**src/qec_pkg.sv**
```systemverilog
// shared constants and carrier types for the quadrature encoder counter
package qec_pkg;
    localparam int CNT_W = 16;
    localparam int FLT_W = 4;
    // register byte offsets
    localparam logic [7:0] OFS_CTRL = 8'h00;
    localparam logic [7:0] OFS_SMODE = 8'h04;
    localparam logic [7:0] OFS_CHEN = 8'h08;
    localparam logic [7:0] OFS_ARR = 8'h0C;
    localparam logic [7:0] OFS_CNT = 8'h10;
    localparam logic [7:0] OFS_IEN = 8'h14;
    localparam logic [7:0] OFS_STAT = 8'h18;
    localparam logic [7:0] OFS_EGR = 8'h1C;
    // control register fields
    localparam int CTRL_CEN = 0;
    localparam int CTRL_DIR = 4;
    localparam int CTRL_CMS_LO = 5;
    // channel enable register fields
    localparam int CHEN_POL_A = 1;
    localparam int CHEN_POL_B = 5;
    // slave mode field encodings
    localparam logic [2:0] SMS_ENC_B = 3'h1;
    localparam logic [2:0] SMS_ENC_A = 3'h2;
    localparam logic [2:0] SMS_ENC_AB = 3'h3;
    // event bit positions: update, ch1..ch3, trigger
    localparam int EV_UPD = 0;
    localparam int EV_CC1 = 1;
    localparam int EV_TRG = 4;
    localparam int EV_W = 5;
    // reset values
    localparam logic [CNT_W-1:0] ARR_RST = 16'hFFFF;
    localparam logic [FLT_W-1:0] FLT_RST = 4'h0;

    // one encoder step
    typedef struct packed {
        logic step;
        logic down;
        logic edge_seen;
    } qec_step_t;

    // filtered, polarity-corrected input pair
    typedef struct packed {
        logic a;
        logic b;
    } qec_pair_t;
endpackage

```
**src/qec_filter.sv**
```systemverilog
// input synchroniser, glitch filter and polarity select for one input
`timescale 1ns/10ps
module qec_filter (
    // clock and reset
    input wire logic i_ref_clk,
    input wire logic i_rst_n,
    // configuration
    input wire logic [qec_pkg::FLT_W-1:0] i_len,
    input wire logic i_invert,
    // pin and result
    input wire logic i_pin,
    output logic o_level
);
    typedef struct packed {
        logic s1;
        logic s2;
        logic stable;
        logic [qec_pkg::FLT_W-1:0] cnt;
        logic out;
    } qec_flt_state_t;

    qec_flt_state_t st_r;
    qec_flt_state_t st_nxt;

    // accept a new level only after it holds for i_len+1 cycles
    always_comb
    begin
        st_nxt = st_r;
        st_nxt.s1 = i_pin;
        st_nxt.s2 = st_r.s1;
        if (st_r.s2 == st_r.stable)
        begin
            st_nxt.cnt = '0;
        end
        else if (st_r.cnt >= i_len)
        begin
            st_nxt.stable = st_r.s2;
            st_nxt.cnt = '0;
        end
        else
        begin
            st_nxt.cnt = st_r.cnt + 4'h1;
        end
        st_nxt.out = st_nxt.stable ^ i_invert;
    end

    always_ff @(posedge i_ref_clk or negedge i_rst_n)
    begin
        if (!i_rst_n)
            st_r <= '0;
        else
            st_r <= st_nxt;
    end

    assign o_level = st_r.out;
endmodule // qec_filter

```
**src/qec_decoder.sv**
```systemverilog
// edge detector and direction decoder for the encoder pair
`timescale 1ns/10ps
module qec_decoder (
    // clock and reset
    input wire logic i_ref_clk,
    input wire logic i_rst_n,
    // inputs
    input wire logic [2:0] i_mode,
    input wire qec_pkg::qec_pair_t i_in,
    // result
    output qec_pkg::qec_step_t o_step
);
    typedef struct packed {
        qec_pkg::qec_pair_t prev;
        logic primed;
    } qec_dec_state_t;

    qec_dec_state_t st_r;
    qec_dec_state_t st_nxt;
    logic ea;
    logic eb;
    logic cnt_a;
    logic cnt_b;

    // one bit of history; first cycle after reset only primes it
    always_comb
    begin
        st_nxt.prev = i_in;
        st_nxt.primed = 1'b1;
        ea = st_r.primed && (i_in.a != st_r.prev.a);
        eb = st_r.primed && (i_in.b != st_r.prev.b);
        cnt_a = (i_mode == qec_pkg::SMS_ENC_A) ||
            (i_mode == qec_pkg::SMS_ENC_AB);
        cnt_b = (i_mode == qec_pkg::SMS_ENC_B) ||
            (i_mode == qec_pkg::SMS_ENC_AB);
        o_step.edge_seen = ea || eb;
        o_step.step = (ea && cnt_a) || (eb && cnt_b);
        // a rising with b high is down; b rising with a high is up
        if (ea)
            o_step.down = (i_in.a == i_in.b);
        else
            o_step.down = (i_in.a != i_in.b);
    end

    always_ff @(posedge i_ref_clk or negedge i_rst_n)
    begin
        if (!i_rst_n)
            st_r <= '0;
        else
            st_r <= st_nxt;
    end
endmodule // qec_decoder

```
**src/qec_top.sv**
```systemverilog
// encoder interface counter with apb registers and interrupt logic
//
// Design decisions made here: the address map and register access over APB.
`timescale 1ns/10ps
// How it works
// - slave mode 001, 010 or 011 selects encoder counting
// - two polarity bits invert inputs; programmable filter on both
// - single-input modes: direction from edge sense and other input level
// - both-edge mode counts every edge of either input, four per cycle
// - counting inputs are filtered and polarity-corrected raw inputs
// - with counter enable set, each valid transition moves count by one
// - direction comes from transition order and lands in direction bit
// - direction bit recomputed on any input transition in all three encoder modes
// - each count step leaves counter between zero and auto-reload value
// - other timer functions keep working; events still flagged
// - five interrupt sources: trigger, three channels, update
// - a source requests only while its enable bit is set
// - event generation register forces each source by software
// - direction bit read-only in center-aligned or encoder mode
module qec_top (
    // clock and reset
    input wire logic i_ref_clk,
    input wire logic i_rst_n,
    // apb slave
    input wire logic i_psel,
    input wire logic i_penable,
    input wire logic i_pwrite,
    input wire logic [7:0] i_paddr,
    input wire logic [31:0] i_pwdata,
    output logic [31:0] o_prdata,
    output logic o_pready,
    output logic o_pslverr,
    // encoder pins and channel events from the remaining timer logic
    input wire logic i_encoder_input_a,
    input wire logic i_encoder_input_b,
    input wire logic [2:0] i_cc_event,
    input wire logic i_trg_event,
    // status out
    output logic o_irq,
    output logic [qec_pkg::CNT_W-1:0] o_count
);
    typedef struct packed {
        logic counter_enable;
        logic dir;
        logic [1:0] cms;
        logic [2:0] slave_mode_select;
        logic [qec_pkg::FLT_W-1:0] flt_len;
        logic input1_polarity;
        logic input2_polarity;
        logic [qec_pkg::CNT_W-1:0] auto_reload_value;
        logic [qec_pkg::CNT_W-1:0] cnt;
        logic [qec_pkg::EV_W-1:0] irq_enable;
        logic [qec_pkg::EV_W-1:0] stat;
        logic [31:0] rdata;
        logic ready;
        logic slverr;
        logic irq;
    } qec_top_state_t;

    qec_top_state_t st_r;
    qec_top_state_t st_nxt;
    qec_pkg::qec_pair_t filt;
    qec_pkg::qec_step_t step;
    logic enc_mode;
    logic wr;
    logic rd;
    logic [qec_pkg::EV_W-1:0] ev;
    logic [qec_pkg::EV_W-1:0] forced;
    logic upd_hw;

    // decode of encoder mode, used for counting and dir lock
    function automatic logic is_enc(input logic [2:0] m);
        is_enc = (m == qec_pkg::SMS_ENC_A) || (m == qec_pkg::SMS_ENC_B)
            || (m == qec_pkg::SMS_ENC_AB);
    endfunction

    // filter both inputs with shared length, separate polarity
    qec_filter u_flt_a (
        .i_ref_clk(i_ref_clk),
        .i_rst_n(i_rst_n),
        .i_len(st_r.flt_len),
        .i_invert(st_r.input1_polarity),
        .i_pin(i_encoder_input_a),
        .o_level(filt.a)
    );

    qec_filter u_flt_b (
        .i_ref_clk(i_ref_clk),
        .i_rst_n(i_rst_n),
        .i_len(st_r.flt_len),
        .i_invert(st_r.input2_polarity),
        .i_pin(i_encoder_input_b),
        .o_level(filt.b)
    );

    qec_decoder u_dec (
        .i_ref_clk(i_ref_clk),
        .i_rst_n(i_rst_n),
        .i_mode(st_r.slave_mode_select),
        .i_in(filt),
        .o_step(step)
    );

    // apb access phase; one wait state, write lands with ready
    always_comb
    begin
        wr = i_psel && i_penable && i_pwrite && st_r.ready;
        rd = i_psel && i_penable && !i_pwrite && !st_r.ready;
        enc_mode = is_enc(st_r.slave_mode_select);
        forced = '0;
        if (wr && i_paddr == qec_pkg::OFS_EGR)
            forced = i_pwdata[qec_pkg::EV_W-1:0];
    end

    // counter, registers and interrupt flags
    always_comb
    begin
        st_nxt = st_r;
        upd_hw = 1'b0;
        // direction follows transition order in any encoder mode
        if (enc_mode && step.edge_seen)
            st_nxt.dir = step.down;
        // counting only after software sets counter enable
        if (enc_mode && st_r.counter_enable && step.step)
        begin
            if (step.down)
            begin
                if (st_r.cnt == '0)
                begin
                    st_nxt.cnt = st_r.auto_reload_value;
                    upd_hw = 1'b1;
                end
                else if (st_r.cnt > st_r.auto_reload_value)
                    st_nxt.cnt = st_r.auto_reload_value;
                else
                    st_nxt.cnt = st_r.cnt - 16'h0001;
            end
            else
            begin
                if (st_r.cnt >= st_r.auto_reload_value)
                begin
                    st_nxt.cnt = '0;
                    upd_hw = 1'b1;
                end
                else
                    st_nxt.cnt = st_r.cnt + 16'h0001;
            end
        end
        // event sources; channel and trigger events pass through
        ev = forced;
        ev[qec_pkg::EV_UPD] = forced[qec_pkg::EV_UPD] | upd_hw;
        ev[qec_pkg::EV_CC1+2:qec_pkg::EV_CC1] =
            forced[qec_pkg::EV_CC1+2:qec_pkg::EV_CC1] | i_cc_event;
        ev[qec_pkg::EV_TRG] = forced[qec_pkg::EV_TRG] | i_trg_event;
        // register writes
        if (wr)
        begin
            case (i_paddr)
                qec_pkg::OFS_CTRL:
                begin
                    st_nxt.counter_enable = i_pwdata[qec_pkg::CTRL_CEN];
                    st_nxt.cms = i_pwdata[qec_pkg::CTRL_CMS_LO +: 2];
                    // software may not steer dir when hardware owns it
                    if (!enc_mode && st_r.cms == 2'h0)
                        st_nxt.dir = i_pwdata[qec_pkg::CTRL_DIR];
                end
                qec_pkg::OFS_SMODE:
                begin
                    st_nxt.slave_mode_select = i_pwdata[2:0];
                    st_nxt.flt_len = i_pwdata[7:4];
                end
                qec_pkg::OFS_CHEN:
                begin
                    st_nxt.input1_polarity = i_pwdata[qec_pkg::CHEN_POL_A];
                    st_nxt.input2_polarity = i_pwdata[qec_pkg::CHEN_POL_B];
                end
                qec_pkg::OFS_ARR:
                    st_nxt.auto_reload_value = i_pwdata[15:0];
                qec_pkg::OFS_CNT:
                    st_nxt.cnt = i_pwdata[15:0];
                qec_pkg::OFS_IEN:
                    st_nxt.irq_enable = i_pwdata[qec_pkg::EV_W-1:0];
                qec_pkg::OFS_STAT:
                    st_nxt.stat = st_r.stat & ~i_pwdata[qec_pkg::EV_W-1:0];
                default:
                    st_nxt.stat = st_nxt.stat;
            endcase
        end
        // set wins over the write-one clear above
        st_nxt.stat = st_nxt.stat | ev;
        // read mux
        st_nxt.rdata = '0;
        if (rd)
        begin
            case (i_paddr)
                qec_pkg::OFS_CTRL:
                    st_nxt.rdata = {25'h0, st_r.cms, st_r.dir,
                        3'h0, st_r.counter_enable};
                qec_pkg::OFS_SMODE:
                    st_nxt.rdata = {24'h0, st_r.flt_len, 1'b0,
                        st_r.slave_mode_select};
                qec_pkg::OFS_CHEN:
                    st_nxt.rdata = {26'h0, st_r.input2_polarity, 3'h0,
                        st_r.input1_polarity, 1'b0};
                qec_pkg::OFS_ARR:
                    st_nxt.rdata = {16'h0, st_r.auto_reload_value};
                qec_pkg::OFS_CNT:
                    st_nxt.rdata = {16'h0, st_r.cnt};
                qec_pkg::OFS_IEN:
                    st_nxt.rdata = {27'h0, st_r.irq_enable};
                qec_pkg::OFS_STAT:
                    st_nxt.rdata = {27'h0, st_r.stat};
                default:
                    st_nxt.rdata = '0;
            endcase
        end
        st_nxt.ready = i_psel && i_penable && !st_r.ready;
        st_nxt.slverr = i_psel && i_penable && !st_r.ready &&
            (i_paddr[1:0] != 2'h0 ||
            i_paddr > qec_pkg::OFS_EGR);
        // level interrupt from enabled sticky flags
        st_nxt.irq = |(st_nxt.stat & st_nxt.irq_enable);
    end

    always_ff @(posedge i_ref_clk or negedge i_rst_n)
    begin
        if (!i_rst_n)
        begin
            st_r <= '0;
            st_r.auto_reload_value <= qec_pkg::ARR_RST;
            st_r.flt_len <= qec_pkg::FLT_RST;
        end
        else
            st_r <= st_nxt;
    end

    // outputs straight from flops
    assign o_prdata = st_r.rdata;
    assign o_pready = st_r.ready;
    assign o_pslverr = st_r.slverr;
    assign o_irq = st_r.irq;
    assign o_count = st_r.cnt;
endmodule // qec_top

```
**config.mk**
```make
export PLATFORM = sky130hd
export DESIGN_NAME = qec_top
export DESIGN_NICKNAME = d
export VERILOG_FILES = /design/src/qec_pkg.sv /design/src/qec_filter.sv /design/src/qec_decoder.sv /design/src/qec_top.sv
export SDC_FILE = /design/constraint.sdc
export NUM_CORES = 1
export LEC_CHECK = 0
export ABC_AREA = 1
export BUFFER_PORTS_ARGS = -buffer_cell sky130_fd_sc_hd__buf_2
export CAP_MARGIN = 10
export CORE_MARGIN = 3
export CORE_UTILIZATION = 55
export CTS_CLUSTER_SIZE = 40
export DETAILED_ROUTE_END_ITERATION = 8
export GPL_TIMING_DRIVEN = 0
export PLACE_DENSITY = 0.78
export REMOVE_ABC_BUFFERS = 1
export SLEW_MARGIN = 5
export SYNTH_ARGS = -nofsm -noshare
export SYNTH_HDL_FRONTEND = slang
export SYNTH_SLANG_ARGS = --single-unit
```
**constraint.sdc**
```tcl
create_clock -name i_ref_clk -period 3.1 [get_ports i_ref_clk]
set_input_delay 0.62 -clock i_ref_clk [delete_from_list [all_inputs] [get_ports i_ref_clk]]
set_output_delay 0.62 -clock i_ref_clk [all_outputs]
set_load 0.01 [all_outputs]
```
# Word-level counts from Yosys, hierarchy flattened
# Index checks and enable logic that the tools add are counted.
# word_totals
regBits	109
input_bits	51
output_inout_bits	51
word_cells	128
# op_classes
n_addsub	4
order_cmp	5
n_eq_ne	16
muxes	31
n_bitwise	9
reduce_logical	35
# ops
operator	count
$mux W16	8
$pmux W16 S7	1
$mux W54	1
$eq A8 B5 Y1 const B	4
$add A16 B1 Y16 const B	1
$eq A8 B4 Y1 const B	2
$ge A16 B16 Y1	1
$gt A16 B16 Y1	1
$logic_and A1 B1 Y1	16
$logic_not A16 Y1	1
$mux W4	4
$sub A16 B1 Y16 const B	1
$mux W5	3
$mux W1	11
$and A5 B5 Y5	2
$add A4 B1 Y4 const B	2
$eq A8 B3 Y1 const B	1
$ge A4 B4 Y1	2
$gt A8 B5 Y1 const B	1
$logic_not A8 Y1	1
$reduce_and A2 Y1	4
$logic_or A1 B1 Y1	7
$mux W7	1
$eq A3 B2 Y1 const B	2
14 further kinds	22

# Depth between registers and ports, before layout
# depth
word_depth	11
ltp_mapped	19

# Hierarchy
# From an unflattened synthesis, not the netlist that was laid out.
# hier_totals
hier_cells	861
hier_area_um2	6402.4
# modules_own_cells
mod	instances	cells_each	area_per_inst_um2	seq_area_each_um2
qec_top	1	730	5320.1	1871.8
qec_filter	2	51	450.4	200.2
qec_decoder	1	29	181.4	75.1

# Worst setup path after synthesis
# Ideal clock, no wire load.
# synth_path
path_type	reg2reg
from	register st_r[72] (netlist bit)
to	register st_r, in the netlist o_count[10]
setup_ps	117
t_arrival_ps	1984
required_ps	2983
setup_slack_ps	999
path_stages_with_launch	15
path_buffers	1
cell_sequence	dfstp_2 inv_1 ha_1 nand2_1 inv_1 nand3_1 nor3_2 nand3_1 nand2_1 buf_2 nand4_1 nand3_1 nand2_1 nand2_1 nand2_1
# synth_rtl
element	line	text
from (decl)	qec_top.sv:60	qec_top_state_t st_r;
from (signal assigned)	qec_top.sv:234	st_r <= st_nxt;

==> flow_results.org <==
** Status
- Outcome :: complete, no violations

** Floorplanning
- Initial standard-cell utilization of the core :: 0.569
- a little over 100 I/O pins were placed.
- The initialized floorplan defines 38 standard-cell rows.
- The die is roughly 110 um tall.
- Area of the die :: ~13000 um^2
- Floorplan Core Area :: ~11000 um^2
- X dimension of the die :: 113 um

** Place
- Port buffering added 69 buffers.
- Dpl hpwl :: between 10000 and 15000 um
- Routability-driven placement finished with a final weighted congestion of roughly 0.95.
- Setup WS pre-CTS :: -47.9 ps
- Including well taps, the total number of placed cells is approximately 950.

** Route
- Number of routed nets with antenna violations :: 0
- Wires add up to between 10000 and 15000 um.
- Detailed Routing Iterations Pass 1 :: 6
- Total via count in the routed design :: between 5k and 6k
- Drt drc :: 0
- In the final routed layout, each cell accounts on average for 15.5 um.
- Dividing the detail-routed via count by the number of cells gives 5.40.
- Detailed router's first-iteration violation count :: around 570

** Worst hold path
- Worst hold path class :: in2async

** Critical path
- Crit Path Category :: reg2reg
- For this run, the slowest stage of the critical path takes between 500 and 600 ps.
- Critical path capture point type :: flop
- Critical Path Source Type :: flop
- At the worst endpoint, the required time is about 3300 ps.
- Library cell contributing the largest single delay on the critical path :: nand2_2
- Biggest fanout along the worst timing path :: 21
- The number of buffers and inverters on the critical path is 1.
- Endpoint arrival time on the critical path :: about 3100 ps
- Walking the worst path, the cells encountered are inv_1, ha_1, nand3_4, nor2_4, nand3_2, nor2_4, nand3_2, nand2_2, nand2_1, nand3_1, nand2_1, nand2_1, a21oi_2.
- For flop-to-flop paths, the worst setup slack is 200 ps.
- Dominant delay contributor by cell family on the critical path :: simple AND/OR/NAND/NOR gates
- Cell type with the highest occurrence count on the critical path :: nand2_1
- The startpoint identified for the worst register-to-register timing path is o_count[0].
- The most critical setup path has its startpoint at o_count[0].

** Global route
- The first global-routing pass estimated 24900 um of wire.
- GRT Overall Usage :: 0.244
- After global routing the overflow that remains totals 0.
- Number of antenna violations at the first check in global routing :: 0
- Entering global routing, the biggest net connects 62 pins.
- The number of global-route vias before repair was approximately 5k.

** Synth
- During synthesis, Yosys emitted a total of 0 warnings.
- The synthesized netlist contains between 40 and 50 unique library cells.
- By count the netlist is led by 190 x nand2_1, 77 x dfrtp_1, 77 x inv_1.
- Among all cell types in the netlist, the one instantiated most often is nand2_1.
- #FFs+latches synth :: 93
- The cell count after synthesis came out at 799.
- Proportion of register bits with asynchronous set or reset after synthesis :: 1.00
- Of all cell types, the one taking the most synthesized area is dfrtp_1.
- Area share of the largest cell type after synthesis :: 0.308
- Share of the yosys chip area belonging to registers :: 0.376
- Post-synth top flop :: dfrtp_1
- Yosys attributes the largest share of cell area to dfrtp_1 31%, nand2_1 11%, dfstp_2 6.7%, buf_4 6.0%, ha_1 5.6%.
- Each instance of the synthesized netlist takes up on average approximately 8 um^2.
- Summing every instance area after synthesis gives ~6200 um^2.
- The synthesized design contains 0 enable-type register cells.

** STA
- Fin crit share :: 0.937
- Setup repair after global routing left no endpoint under its margin.
- The smallest clock period supported by the final layout is computed as roughly 2900 ps.
- Worst-margin pin slew :: 1080 ps
- FMAX :: between 0.3 and 0.4 GHz
- Endpoints failing setup :: 0
- Slew margin rel. :: 0.281
- The clock arrives with roughly 8.7 ps of skew.
- The total count of hold-check failures in the final report came to 0.
- Fin Hold WS :: 225 ps
- Across all setup checks in the final design, the least slack found is between 150 and 200 ps.
- Max-slew violations :: 0

** Clock network
- CTS H-tree lvls :: 3
- Number of buffers inserted during clock tree synthesis :: 9
- Clock sink total :: between 90 and 100
- For the worst-skew pair, the clock arrives at the later sink with an insertion delay of between 300 and 400 ps.
- Master cell of the clock root buffer :: clkbuf_16
- CTS Buffer Depth :: 2
- TritonCTS clock tree :: done
- Clock-pin slew reported for the worst setup and hold paths after clock tree synthesis :: about 70 ps

** Layout
- In the final design database the tool counted 902 nets.
- Diodes inserted :: 0
- Syn-to-layout area delta :: 6.87%
- In the final layout, the multi-input gates occupy 3120 um^2.
- The count of cells in the finished layout, fillers not included, comes to 968.
- After filler insertion, the fill cell instance count of the layout stands at between 1k and 1.5k.
- In the final layout, flip-flops and latches occupy 2350 um^2.
- Of the cells placed in the final design, the portion with a size suffix greater than 1 is 0.194.

** Pwr
- Power per unit of standard cell area :: 392 nW/um^2
- The design draws ~0.0026 W.
- Worst vdd rail ir drop :: roughly 440 uV
- Summed over all cells, the static leakage comes to 3.20 nW.

** Flow run
- Max-capacitance violation count :: 0
## power breakdown
part	internal, W	switching [W]	leakage (nW)	total, W
sequential	0.00123	0.00000994	1.11	0.00124
clock	0.000709	0.000489	0.152	0.00120
combinational	0.0000544	0.000127	1.94	0.000181
## registers in the layout (all words and copies together) (netlist names)
register and cells:
st_r 39, o_count 16, o_prdata 16, u_flt_a.st_r 6, u_flt_b.st_r 6, u_dec.st_r 3, o_irq 1, o_pready 1
o_pslverr 1, u_flt_a.o_level 1, u_flt_a.st_nxt 1, u_flt_b.o_level 1, u_flt_b.st_nxt 1
## worst paths after layout
check	to	depth (start not counted)
setup / recovery	o_count[4]	13
hold / removal	o_prdata[14]	1
setup reg to reg	o_count[4]	13
hold reg to reg	u_flt_a.st_r[6]	0
max in group asynchronous	st_r[62]	2
min in group i_ref_clk	u_flt_a.st_r[6]	0
## metal layers
| layer | up-vias | global-route usage | routed length (um) |
|---|---|---|---|
| met4 | 0 | 0.0513 | 125 |
| met1 | 2440 | 0.359 | 6890 |
| met3 | 11 | 0.0496 | 1090 |
| met5 | - | 0 | 0 |
| met2 | 200 | 0.376 | 6900 |
| li1 | 2580 | - | - |
## metrics by stage
stage               setup TNS, ps  utilization  area (um^2)
finish                          0        0.608         6680
global placement                0        0.575         6310
floorplan                       0            -         5790
global route                    0        0.608         6680
detailed placement          -50.0        0.578         6340
CTS                             0        0.607         6670
## logic make-up (layout without fill, tap and decap cells)
kind of cell    Yosys count  count (layout)  share of synthesized area
flops                    93              93                      0.376
buf+inv                 162             176                      0.135
compound gates          135             135                      0.123
xor+xnor                 29              29                     0.0419
fa+ha+maj                28              28                     0.0561
mux                       3               3                    0.00521
simple gates            347             347                      0.261
other cells               2              17                    0.00120
## placed cells by master, fill, tap and decap left out, drive strengths merged, types with 2 or more instances in the layout
cell type	n
a221oi	3
conb	17
nor3b	2
a21oi	71
nor3	18
xor2	24
inv	89
bufinv	2
dfstp	16
clkinvlp	2
nor2	67
mux2	2
a41oi	3
dfrtp	77
ha	28
xnor2	5
clkinv	4
nand3	47
or2	7
buf	70
clkbuf	9
o21ai	44
nand2	193
nor4	3
nand4	9
o211ai	3
o22ai	7
## cell type report
cell class | count | area share
well taps | 140 | 0.0262
flip-flops and latches | 93 | 0.352
clock inverters | 7 | 0.0146
clock buffers | 9 | 0.0337
inverters | 90 | 0.0506
multi-input cells | 559 | 0.467
repair buffers | 70 | 0.0562
## repair_timing
| action | CTS | global route |
|---|---|---|
| endpoints found under the setup margin | 11 | 6 |
| pin swaps | 0 | 0 |
| gates cloned | 0 | 0 |
| gates resized for setup | 1 | 1 |
| setup buffers | 0 | 0 |
| hold endpoints to repair | 0 | 0 |
| hold buffers | 0 | 0 |
## worst reg2reg max path, cell delays in order (launching register included)
cell	delay, ps
dfrtp_1	500
inv_1	180
ha_1	280
nand3_4	110
nor2_4	150
nand3_2	120
nor2_4	160
nand3_2	340
nand2_2	520
nand2_1	100
nand3_1	130
nand2_1	70
nand2_1	70
a21oi_2	60
(Power assumes the default switching activity.)
